<file path="src/common/bft_pkg.sv">
// Constants and types for the breaker failure timer block.
// Assumes a 32-bit AXI4-Lite register bus and a program-cycle tick input.
package bft_pkg;
    // ----------------------------------------
    // Register byte offsets
    // ----------------------------------------
    localparam logic [7:0] OFF_CTRL = 8'h00;
    localparam logic [7:0] OFF_RET_DLY = 8'h04;
    localparam logic [7:0] OFF_CBF_DLY = 8'h08;
    localparam logic [7:0] OFF_STATUS = 8'h0C;
    localparam logic [7:0] OFF_CNT_CLR = 8'h10;
    localparam logic [7:0] OFF_CNT0 = 8'h14;
    localparam logic [7:0] OFF_CNT1 = 8'h18;
    localparam logic [7:0] OFF_CNT2 = 8'h1C;
    localparam logic [7:0] OFF_CNT3 = 8'h20;
    localparam logic [7:0] OFF_REC_SEL = 8'h24;
    localparam logic [7:0] OFF_REC_TIME = 8'h28;
    localparam logic [7:0] OFF_REC_CUR = 8'h2C;
    localparam logic [7:0] OFF_REC_REM = 8'h30;
    localparam logic [7:0] OFF_REC_EVT = 8'h34;
    // ----------------------------------------
    // Fields, resets and timing
    // ----------------------------------------
    localparam int CTRL_RET_EN_BIT = 2;
    localparam int CTRL_ON_LSB = 8;
    localparam int CTRL_OFF_LSB = 16;
    localparam logic [1:0] CRIT_CUR = 2'h0;
    localparam logic [1:0] CRIT_AND = 2'h1;
    localparam logic [1:0] CRIT_OR = 2'h2;
    localparam logic [1:0] CRIT_DIG = 2'h3;
    localparam logic [7:0] MASK_RST = 8'hFF;
    localparam int STEP_MS = 5;
    localparam int RET_DELAY_MS = 100;
    localparam int CBF_DELAY_MS = 200;
    localparam int RET_TICKS = RET_DELAY_MS / STEP_MS;
    localparam int CBF_TICKS = CBF_DELAY_MS / STEP_MS;
    localparam int REC_DEPTH = 12;
    localparam logic [1:0] RESP_OK = 2'h0;
    localparam logic [1:0] RESP_ERR = 2'h2;
    // ----------------------------------------
    // Types
    // ----------------------------------------
    typedef enum logic [4:0] {
        ST_NORMAL = 5'h01,
        ST_START = 5'h02,
        ST_RETRIP = 5'h04,
        ST_CBF = 5'h08,
        ST_BLOCKED = 5'h10
    } bft_status_type;
    typedef struct packed {
        logic [31:0] stamp;
        logic [3:0] code;
        logic [15:0] ph;
        logic [15:0] res;
        logic [15:0] t_ret;
        logic [15:0] t_cbf;
        logic [2:0] grp;
    } bft_rec_type;
endpackage

</file>
<file path="src/logic/bft_timer.sv">
// Breaker failure timer with AXI4-Lite registers, events, tallies and record ring.
// Assumes all inputs synchronous to CLK_SYS_IN; CYCLE_TICK_IN pulses once a program cycle.
//
// Notes on behaviour
// - Current mode: pick-up runs timer, trip ignored.
// - Current mode: timer clears when current drops.
// - And mode: counting waits for trip contact.
// - And mode: output on expiry with conditions.
// - And mode: reset when current or trip drops.
// - Or mode: current or trip starts counting.
// - Or mode: output after delay of either.
// - Or mode: reset only when both drop.
// - Input mode: digital input runs the timer.
// - Maskable ON/OFF time-stamped events per signal.
// - Clearable tallies: start, retrip, failure, blocked.
// - Ring of twelve records, captured on ON.
// - Record holds time, event, currents, remaining, group.
// - Retrip and failure outputs driven at ports.
// - Block at pick-up gives blocked, timer released.
// - Retrip after retrip delay when enabled.
// - One pick-up drives both timers; default delays.
//
// Register access over AXI4-Lite and the register offsets were left to the implementer.
`timescale 1ns/1ps
`default_nettype none
module bft_timer
    import bft_pkg::*;
#(
    parameter int CNT_W = 16
)(
    // Clock and reset
    input wire logic CLK_SYS_IN,
    input wire logic SYS_RST_IN,
    // Protection inputs
    input wire logic CYCLE_TICK_IN,
    input wire logic PHASE_PICKUP_IN,
    input wire logic RES_PICKUP_IN,
    input wire logic TRIP_MON_IN,
    input wire logic DIG_IN,
    input wire logic BLOCK_IN,
    input wire logic [31:0] TIME_IN,
    input wire logic [15:0] PHASE_CUR_IN,
    input wire logic [15:0] RES_CUR_IN,
    input wire logic [2:0] SET_GROUP_IN,
    // Protection outputs
    output logic RETRIP_OUT,
    output logic BREAKER_FAILURE_OUT,
    output logic EVENT_VALID_OUT,
    output logic [3:0] EVENT_CODE_OUT,
    output logic [31:0] EVENT_STAMP_OUT,
    // AXI4-Lite slave
    input wire logic [7:0] AWADDR_IN,
    input wire logic AWVALID_IN,
    output logic AWREADY_OUT,
    input wire logic [31:0] WDATA_IN,
    input wire logic [3:0] WSTRB_IN,
    input wire logic WVALID_IN,
    output logic WREADY_OUT,
    output logic [1:0] BRESP_OUT,
    output logic BVALID_OUT,
    input wire logic BREADY_IN,
    input wire logic [7:0] ARADDR_IN,
    input wire logic ARVALID_IN,
    output logic ARREADY_OUT,
    output logic [31:0] RDATA_OUT,
    output logic [1:0] RRESP_OUT,
    output logic RVALID_OUT,
    input wire logic RREADY_IN
);
    // ----------------------------------------
    // State
    // ----------------------------------------
    typedef struct packed {
        logic [1:0] crit;
        logic ret_en;
        logic [7:0] on_mask;
        logic [7:0] off_mask;
        logic [CNT_W-1:0] ret_dly;
        logic [CNT_W-1:0] cbf_dly;
        logic [CNT_W-1:0] cnt;
        logic [3:0][15:0] tally;
        logic [7:0] lvl;
        logic [7:0] seen;
        bft_status_type status;
        logic retrip;
        logic cbf;
        logic ev_v;
        logic [3:0] ev_code;
        logic [31:0] ev_stamp;
        bft_rec_type [REC_DEPTH-1:0] recs;
        logic [3:0] wp;
        logic [3:0] nrec;
        logic [3:0] sel;
        logic aw_got;
        logic w_got;
        logic [7:0] waddr;
        logic [31:0] wdata;
        logic [3:0] wstrb;
        logic awready;
        logic wready;
        logic bvalid;
        logic [1:0] bresp;
        logic arready;
        logic rvalid;
        logic [31:0] rdata;
        logic [1:0] rresp;
    } bft_state_type;

    bft_state_type r_reg;
    bft_state_type r_next;
    logic cur;
    logic act;
    logic eff;
    logic blk;
    logic [7:0] lvl_new;
    logic [3:0] clr;

    function automatic logic [31:0] merge(input logic [31:0] o, input logic [31:0] d,
                                          input logic [3:0] s);
        logic [31:0] m;
        m = o;
        for (int b = 0; b < 4; b++)
        begin
            if (s[b])
            begin
                m[b*8 +: 8] = d[b*8 +: 8];
            end
        end
        return m;
    endfunction

    function automatic logic [15:0] remain(input logic [CNT_W-1:0] d,
                                           input logic [CNT_W-1:0] c);
        return (c < d) ? 16'(d - c) : 16'h0000;
    endfunction

    // ----------------------------------------
    // Next state
    // ----------------------------------------
    always_comb
    begin
        logic found;
        logic [31:0] ctrl;
        logic [31:0] rd;
        bft_rec_type rc;
        r_next = r_reg;
        found = 1'b0;
        ctrl = '0;
        rd = '0;
        rc = '0;
        cur = PHASE_PICKUP_IN | RES_PICKUP_IN;
        unique case (r_reg.crit)
            CRIT_CUR: act = cur;
            CRIT_AND: act = cur & TRIP_MON_IN;
            CRIT_OR: act = cur | TRIP_MON_IN;
            CRIT_DIG: act = DIG_IN;
        endcase
        eff = act & ~BLOCK_IN;
        blk = act & BLOCK_IN;
        if (!eff)
        begin
            r_next.cnt = '0;
        end
        else if (CYCLE_TICK_IN && r_reg.cnt != '1)
        begin
            r_next.cnt = r_reg.cnt + 1'b1;
        end
        r_next.retrip = r_reg.ret_en & eff & (r_next.cnt >= r_reg.ret_dly);
        r_next.cbf = eff & (r_next.cnt >= r_reg.cbf_dly);
        if (blk)
            r_next.status = ST_BLOCKED;
        else if (r_next.cbf)
            r_next.status = ST_CBF;
        else if (r_next.retrip)
            r_next.status = ST_RETRIP;
        else if (eff)
            r_next.status = ST_START;
        else
            r_next.status = ST_NORMAL;
        lvl_new = {RES_PICKUP_IN, PHASE_PICKUP_IN, DIG_IN, TRIP_MON_IN,
                   blk, r_next.cbf, r_next.retrip, eff};
        r_next.lvl = lvl_new;
        // Register bus write.
        clr = '0;
        if (r_reg.aw_got && r_reg.w_got && !r_reg.bvalid)
        begin
            r_next.bvalid = 1'b1;
            r_next.bresp = RESP_OK;
            r_next.aw_got = 1'b0;
            r_next.w_got = 1'b0;
            unique case ({r_reg.waddr[7:2], 2'b00})
                OFF_CTRL:
                begin
                    ctrl = {8'h00, r_reg.off_mask, r_reg.on_mask, 5'h00, r_reg.ret_en, r_reg.crit};
                    ctrl = merge(ctrl, r_reg.wdata, r_reg.wstrb);
                    r_next.crit = ctrl[1:0];
                    r_next.ret_en = ctrl[CTRL_RET_EN_BIT];
                    r_next.on_mask = ctrl[CTRL_ON_LSB +: 8];
                    r_next.off_mask = ctrl[CTRL_OFF_LSB +: 8];
                end
                OFF_RET_DLY: r_next.ret_dly = CNT_W'(merge(32'(r_reg.ret_dly), r_reg.wdata, r_reg.wstrb));
                OFF_CBF_DLY: r_next.cbf_dly = CNT_W'(merge(32'(r_reg.cbf_dly), r_reg.wdata, r_reg.wstrb));
                OFF_CNT_CLR: clr = r_reg.wstrb[0] ? r_reg.wdata[3:0] : 4'h0;
                OFF_REC_SEL: r_next.sel = r_reg.wstrb[0] ? r_reg.wdata[3:0] : r_reg.sel;
                OFF_STATUS, OFF_CNT0, OFF_CNT1, OFF_CNT2, OFF_CNT3, OFF_REC_TIME,
                OFF_REC_CUR, OFF_REC_REM, OFF_REC_EVT: r_next.bresp = RESP_OK;
                default: r_next.bresp = RESP_ERR;
            endcase
        end
        if (r_reg.bvalid && BREADY_IN)
            r_next.bvalid = 1'b0;
        if (AWVALID_IN && r_reg.awready)
        begin
            r_next.aw_got = 1'b1;
            r_next.waddr = AWADDR_IN;
        end
        if (WVALID_IN && r_reg.wready)
        begin
            r_next.w_got = 1'b1;
            r_next.wdata = WDATA_IN;
            r_next.wstrb = WSTRB_IN;
        end
        // Tallies: a rising edge and a clear in the same cycle leave the tally at one.
        for (int i = 0; i < 4; i++)
        begin
            if (lvl_new[i] && !r_reg.lvl[i])
                r_next.tally[i] = clr[i] ? 16'h0001 : r_reg.tally[i] + 16'h0001;
            else if (clr[i])
                r_next.tally[i] = 16'h0000;
        end
        // Events: one change reported per cycle, lowest signal first.
        r_next.ev_v = 1'b0;
        for (int i = 0; i < 8; i++)
        begin
            if (!found && r_reg.seen[i] != r_reg.lvl[i])
            begin
                found = 1'b1;
                r_next.seen[i] = r_reg.lvl[i];
                r_next.ev_v = r_reg.lvl[i] ? r_reg.on_mask[i] : r_reg.off_mask[i];
                r_next.ev_code = {3'(i), r_reg.lvl[i]};
                r_next.ev_stamp = TIME_IN;
                if (r_reg.lvl[i])
                begin
                    r_next.recs[r_reg.wp] = '{TIME_IN, {3'(i), 1'b1}, PHASE_CUR_IN, RES_CUR_IN,
                                             remain(r_reg.ret_dly, r_reg.cnt),
                                             remain(r_reg.cbf_dly, r_reg.cnt),
                                             SET_GROUP_IN};
                    r_next.wp = (r_reg.wp == 4'(REC_DEPTH - 1)) ? 4'h0 : r_reg.wp + 4'h1;
                    r_next.nrec = (r_reg.nrec == 4'(REC_DEPTH)) ? r_reg.nrec : r_reg.nrec + 4'h1;
                end
            end
        end
        // Register bus read.
        if (r_reg.sel < 4'(REC_DEPTH))
            rc = r_reg.recs[r_reg.sel];
        if (r_reg.rvalid && RREADY_IN)
            r_next.rvalid = 1'b0;
        if (ARVALID_IN && r_reg.arready)
        begin
            r_next.rvalid = 1'b1;
            r_next.rresp = RESP_OK;
            unique case ({ARADDR_IN[7:2], 2'b00})
                OFF_CTRL: rd = {8'h00, r_reg.off_mask, r_reg.on_mask, 5'h00, r_reg.ret_en, r_reg.crit};
                OFF_RET_DLY: rd = 32'(r_reg.ret_dly);
                OFF_CBF_DLY: rd = 32'(r_reg.cbf_dly);
                OFF_STATUS: rd = {24'h0, r_reg.cbf, r_reg.retrip, 1'b0, r_reg.status};
                OFF_CNT_CLR: rd = 32'h0000_0000;
                OFF_CNT0: rd = {16'h0, r_reg.tally[0]};
                OFF_CNT1: rd = {16'h0, r_reg.tally[1]};
                OFF_CNT2: rd = {16'h0, r_reg.tally[2]};
                OFF_CNT3: rd = {16'h0, r_reg.tally[3]};
                OFF_REC_SEL: rd = {16'h0, r_reg.nrec, r_reg.wp, 4'h0, r_reg.sel};
                OFF_REC_TIME: rd = rc.stamp;
                OFF_REC_CUR: rd = {rc.ph, rc.res};
                OFF_REC_REM: rd = {rc.t_ret, rc.t_cbf};
                OFF_REC_EVT: rd = {21'h0, rc.grp, 4'h0, rc.code};
                default: r_next.rresp = RESP_ERR;
            endcase
            r_next.rdata = rd;
        end
        r_next.awready = ~r_next.aw_got & ~r_next.bvalid;
        r_next.wready = ~r_next.w_got & ~r_next.bvalid;
        r_next.arready = ~r_next.rvalid;
    end

    // ----------------------------------------
    // Registers
    // ----------------------------------------
    always_ff @(posedge CLK_SYS_IN or posedge SYS_RST_IN)
    begin
        if (SYS_RST_IN)
        begin
            r_reg <= '0;
            r_reg.crit <= CRIT_CUR;
            r_reg.ret_en <= 1'b1;
            r_reg.on_mask <= MASK_RST;
            r_reg.off_mask <= MASK_RST;
            r_reg.ret_dly <= CNT_W'(RET_TICKS);
            r_reg.cbf_dly <= CNT_W'(CBF_TICKS);
            r_reg.status <= ST_NORMAL;
        end
        else
        begin
            r_reg <= r_next;
        end
    end

    assign RETRIP_OUT = r_reg.retrip;
    assign BREAKER_FAILURE_OUT = r_reg.cbf;
    assign EVENT_VALID_OUT = r_reg.ev_v;
    assign EVENT_CODE_OUT = r_reg.ev_code;
    assign EVENT_STAMP_OUT = r_reg.ev_stamp;
    assign AWREADY_OUT = r_reg.awready;
    assign WREADY_OUT = r_reg.wready;
    assign BVALID_OUT = r_reg.bvalid;
    assign BRESP_OUT = r_reg.bresp;
    assign ARREADY_OUT = r_reg.arready;
    assign RVALID_OUT = r_reg.rvalid;
    assign RDATA_OUT = r_reg.rdata;
    assign RRESP_OUT = r_reg.rresp;
endmodule
`default_nettype wire

</file>
<file path="config.mk">
export PLATFORM = sky130hd
export DESIGN_NAME = bft_timer
export DESIGN_NICKNAME = d
export VERILOG_FILES = /design/src/common/bft_pkg.sv /design/src/logic/bft_timer.sv
export SDC_FILE = /design/constraint.sdc
export NUM_CORES = 2
export LEC_CHECK = 0
export BUFFER_PORTS_ARGS = -buffer_cell sky130_fd_sc_hd__buf_2
export CORE_UTILIZATION = 45
export DETAILED_ROUTE_END_ITERATION = 6
export GPL_ROUTABILITY_DRIVEN = 0
export HOLD_SLACK_MARGIN = 0.05
export PLACE_DENSITY_LB_ADDON = 0.3
export SYNTH_ARGS = -nofsm -noshare
export SYNTH_HDL_FRONTEND = slang
export SYNTH_SLANG_ARGS = --single-unit
</file>
<file path="constraint.sdc">
create_clock -name CLK_SYS_IN -period 122.4 [get_ports CLK_SYS_IN]
set_clock_uncertainty 0.15 [all_clocks]
set_input_delay 12.24 -clock CLK_SYS_IN [delete_from_list [all_inputs] [get_ports CLK_SYS_IN]]
set_output_delay 12.24 -clock CLK_SYS_IN [all_outputs]
set_load 0.03 [all_outputs]
</file>
==> reports/results.md <==
• **switching share of power** 40.4%
• **clock tree from TritonCTS** yes
• **family with the most delay on the worst path** simple AND/OR/NAND/NOR gates
• **Floorplan Core Area** 161000 um^2
• **placed wire-length estimate after detailed placement** 158000 um
• **switching power of the nets** 0.000870 W
• **crit path buf inv count** 2
• **wire per inst** 26.5 um
• **cell-internal power** 0.00128 W
• **via count of the routed design** 57969
• **worst supply voltage drop on vdd** 0.0227 mV
• **number of antenna-violating nets in the routed design** 0
• **root buffer cell** clkbuf_16
• **area overhead of the layout relative to synthesis** 9.63%
• **Critical-path top delay cell** or4_1
• **syn_area_per_cell** 10.0 um^2
• **number of hold buffers added after cts** 0
• **Max Slew Vio Count** 0
• **cell with the most instances after synthesis** nand2_1
• **most numerous cell on the critical path** nand2_1
• **antenna violations before repair** 23
• **post-CTS repair timing setup buffer count** 0
• **async set or reset register ratio after synthesis** 100%
• **CTS resizes** 0
• **layout net count** 7379
• **highest cell delay on the worst timing path** 0.55 ns
• **Overflow after GRT** 0
• **total power** 0.00215 W
• **Post-Syn Instances** 7323
• **number of flip-flops under the largest register name** 1434
• **clock share of power** 23.1%
• **largest net degree at the start of global routing** 165
• **headroom to the max-slew limit** 6.74%
• **clock latency reported for the late side of the worst-skew pair** 0.82 ns
• **count of input and output buffers** 196
• **Power Dens Cells** 26.8 nW/um^2
• **Logic pwr share** 38.6%
• **predominant post-synthesis flop cell** dfrtp_1
• **DRC errors left** 0
• **Post-Route Setup TNS** 0 ns
• **buffers from clock root to sink, at most** 3
• **total I/O pin count** 212
• **critical path peak fanout** 10
• **all-layer global routing usage** 30.4%
• **main area contributors after synthesis** dfrtp_1 51%, nand2_1 12%, mux4_2 9.5%
• **cell area after technology mapping** 73300 um^2
• **drt total wl** 251000 um
• **Reg clk slew, reported paths** 0.06 ns
• **transition time at the pin with the least slew margin** 1.40 ns
• **max-cap violations** 0
• **unrepaired setup endpoints after global routing** no
• **number of buffers created by CTS** 157
• **layout cell share with drive strength beyond 1** 15.6%
• **final worst path period share** 12.9%
• **Commonest cells post-synth** 2334 x nand2_1, 1488 x dfrtp_1, 637 x o21ai_0
• **final setup violation count** 0
• **Hold Crit Class** register to register
• **critical path data arrival time** 16.40 ns
• **drt first-iter violations** 7817
• **data required time at the worst endpoint** 122.96 ns
• **cell taking the most area after synthesis** dfrtp_1
• **list of cells traversed by the critical path** buf_2, inv_1, a41oi_1, and3_1, nand3_1, xnor2_1, nor2_1, ha_1, nand4_1, a2111oi_0, nand2_1, o211ai_2, nand2_1, or4_1, a21oi_1
• **H-tree lvl count** 4
• **top-area cell type share of the netlist area** 50.8%
• **DIE WIDTH** 406 um
• **final hold violations** 0
• **initial standard-cell utilization of the core** 45.5%
• **run status** complete, no violations
• **first-pass GRT wire length** 370000 um
• **area of the die** 165000 um^2
• **standby leakage power** 36.4 nW
• **launching element type of the critical path** primary input
• **category of the worst setup path capture point** register
• **floorplan die height** 406 um
• **number of iterations in the first detailed-routing pass** 7
• **vias in the first global route** 55961
• **number of enable-type register cells in the synthesized netlist** 0
• **library cells used by synthesis** 96
• **final core area utilization** 49.9%
• **post-DR vias/cell** 6.13
• **flip-flop and latch count after synthesis** 1510
• **total number of yosys warnings** 0
• **Final Critical Period** 15.84 ns
• **share of total power in sequential cells** 38.3%
• **Setup CP Type** primary input to register
• **TritonCTS Sinks** 1510
• **floorplan row count** 147
• **sequential area share after synthesis** 51.6%
• **maximum operating frequency** 63.1 MHz
worst register-to-register path, stage by stage (launching register included):
cell,delay (ns)
dfrtp_4,0.82
buf_4,0.83
buf_4,0.91
mux4_2,0.61
mux2i_1,0.95
o22ai_1,0.16
nor2_1,0.50
nor2_1,0.08
a221o_1,0.31
layout make-up:
cell class,count,area (um^2)
Antenna cell,4,10.0
Clock buffer,242,4720
Clock inverter,39,571
Fill cell,14583,80800
Inverter,105,407
Multi-Input combinational cell,5077,32200
Sequential cell,1510,37800
Tap cell,2160,2700
Timing Repair Buffer,318,1920
path summary, 6_finish.rpt:
kind                               start      endpoint  slack (ns)  cells past startpoint
max in group asynchronous     SYS_RST_IN    r_reg[672]      106.83                      6
hold reg to reg               r_reg[578]    r_reg[578]        0.31                      1
setup reg to reg               r_reg[87]  RDATA_OUT[2]      116.95                      8
hold / removal                r_reg[578]    r_reg[578]        0.31                      1
setup / recovery           CYCLE_TICK_IN   r_reg[1419]      106.56                     15
min in group asynchronous     SYS_RST_IN     r_reg[49]       11.41                      2
routing by layer:
| layer | vias to the layer above | global-route usage (%) | routed length [um] |
|---|---|---|---|
| li1 | 24798 | - | - |
| met1 | 29167 | 41.7 | 101000 |
| met2 | 3303 | 44.2 | 109000 |
| met3 | 681 | 9.50 | 29800 |
| met4 | 20 | 13.0 | 11300 |
| met5 | - | 0 | 129 |
cells in the final DEF (no fill, tap or decap), types with 23 or more instances in the layout:
cell | Yosys | final
nand3_1 | 66 | 63
ha_1 | 76 | 76
a22o_1 | 59 | 59
dfrtp_1 | 1488 | 1485
nand2_1 | 2334 | 2331
a211oi_1 | 28 | 27
nand2b_1 | 34 | 34
buf_4 | 132 | 120
clkbuf_1 | 286 | 45
xnor2_1 | 40 | 40
nor3_1 | 25 | 23
a21oi_1 | 249 | 247
a21o_1 | 41 | 41
inv_1 | 102 | 101
a22oi_1 | 60 | 60
xor2_1 | 40 | 40
o31ai_1 | 29 | 29
buf_2 | 153 | 196
o21ai_0 | 637 | 636
and2_1 | 25 | 24
o221ai_1 | 29 | 29
clkbuf_8 | 0 | 34
mux2i_1 | 87 | 87
o22ai_1 | 68 | 68
nor2_1 | 280 | 272
clkbuf_16 | 0 | 163
mux4_2 | 309 | 309
and3_1 | 32 | 31
nor2b_1 | 24 | 24
nand4_1 | 37 | 37
mux2_2 | 181 | 181
a221oi_1 | 26 | 26
kinds of logic (layout without fill, tap and decap cells):
family | count (synthesis) | in the layout | share of synthesized area, %
mux | 578 | 578 | 13.5
flops | 1510 | 1510 | 51.6
fa+ha+maj | 81 | 81 | 1.40
compound gates | 1391 | 1391 | 11.5
xor+xnor | 80 | 80 | 0.956
buf+inv | 737 | 704 | 4.74
simple gates | 2945 | 2945 | 16.3
other cells | 1 | 6 | 0.00512
power by group through the flow:
stage | Sequential [W] | Clock (W) | Combinational (W)
CTS | 0.000817 | 0.000501 | 0.000815
detailed placement | 0.000824 | 0 | 0.000811
global route | 0.000841 | 0.000521 | 0.000894
global placement | 0.000812 | 0 | 0.000791
floorplan | 0.000781 | 0 | 0.000588
finish | 0.000823 | 0.000498 | 0.000831
through the flow:
stage	hold WS (ns)	cell area [um^2]	worst slack (ns)	cells
after detailed placement	0.297	75100	105.84	9170
after floorplan	0.279	73300	67.45	7324
final	0.313	80400	106.56	9455
after global placement	0.294	75100	105.95	9170
after global routing	0.325	80400	106.26	9453
after CTS	0.315	80400	106.68	9451
Power figures use the tool's default switching activity.
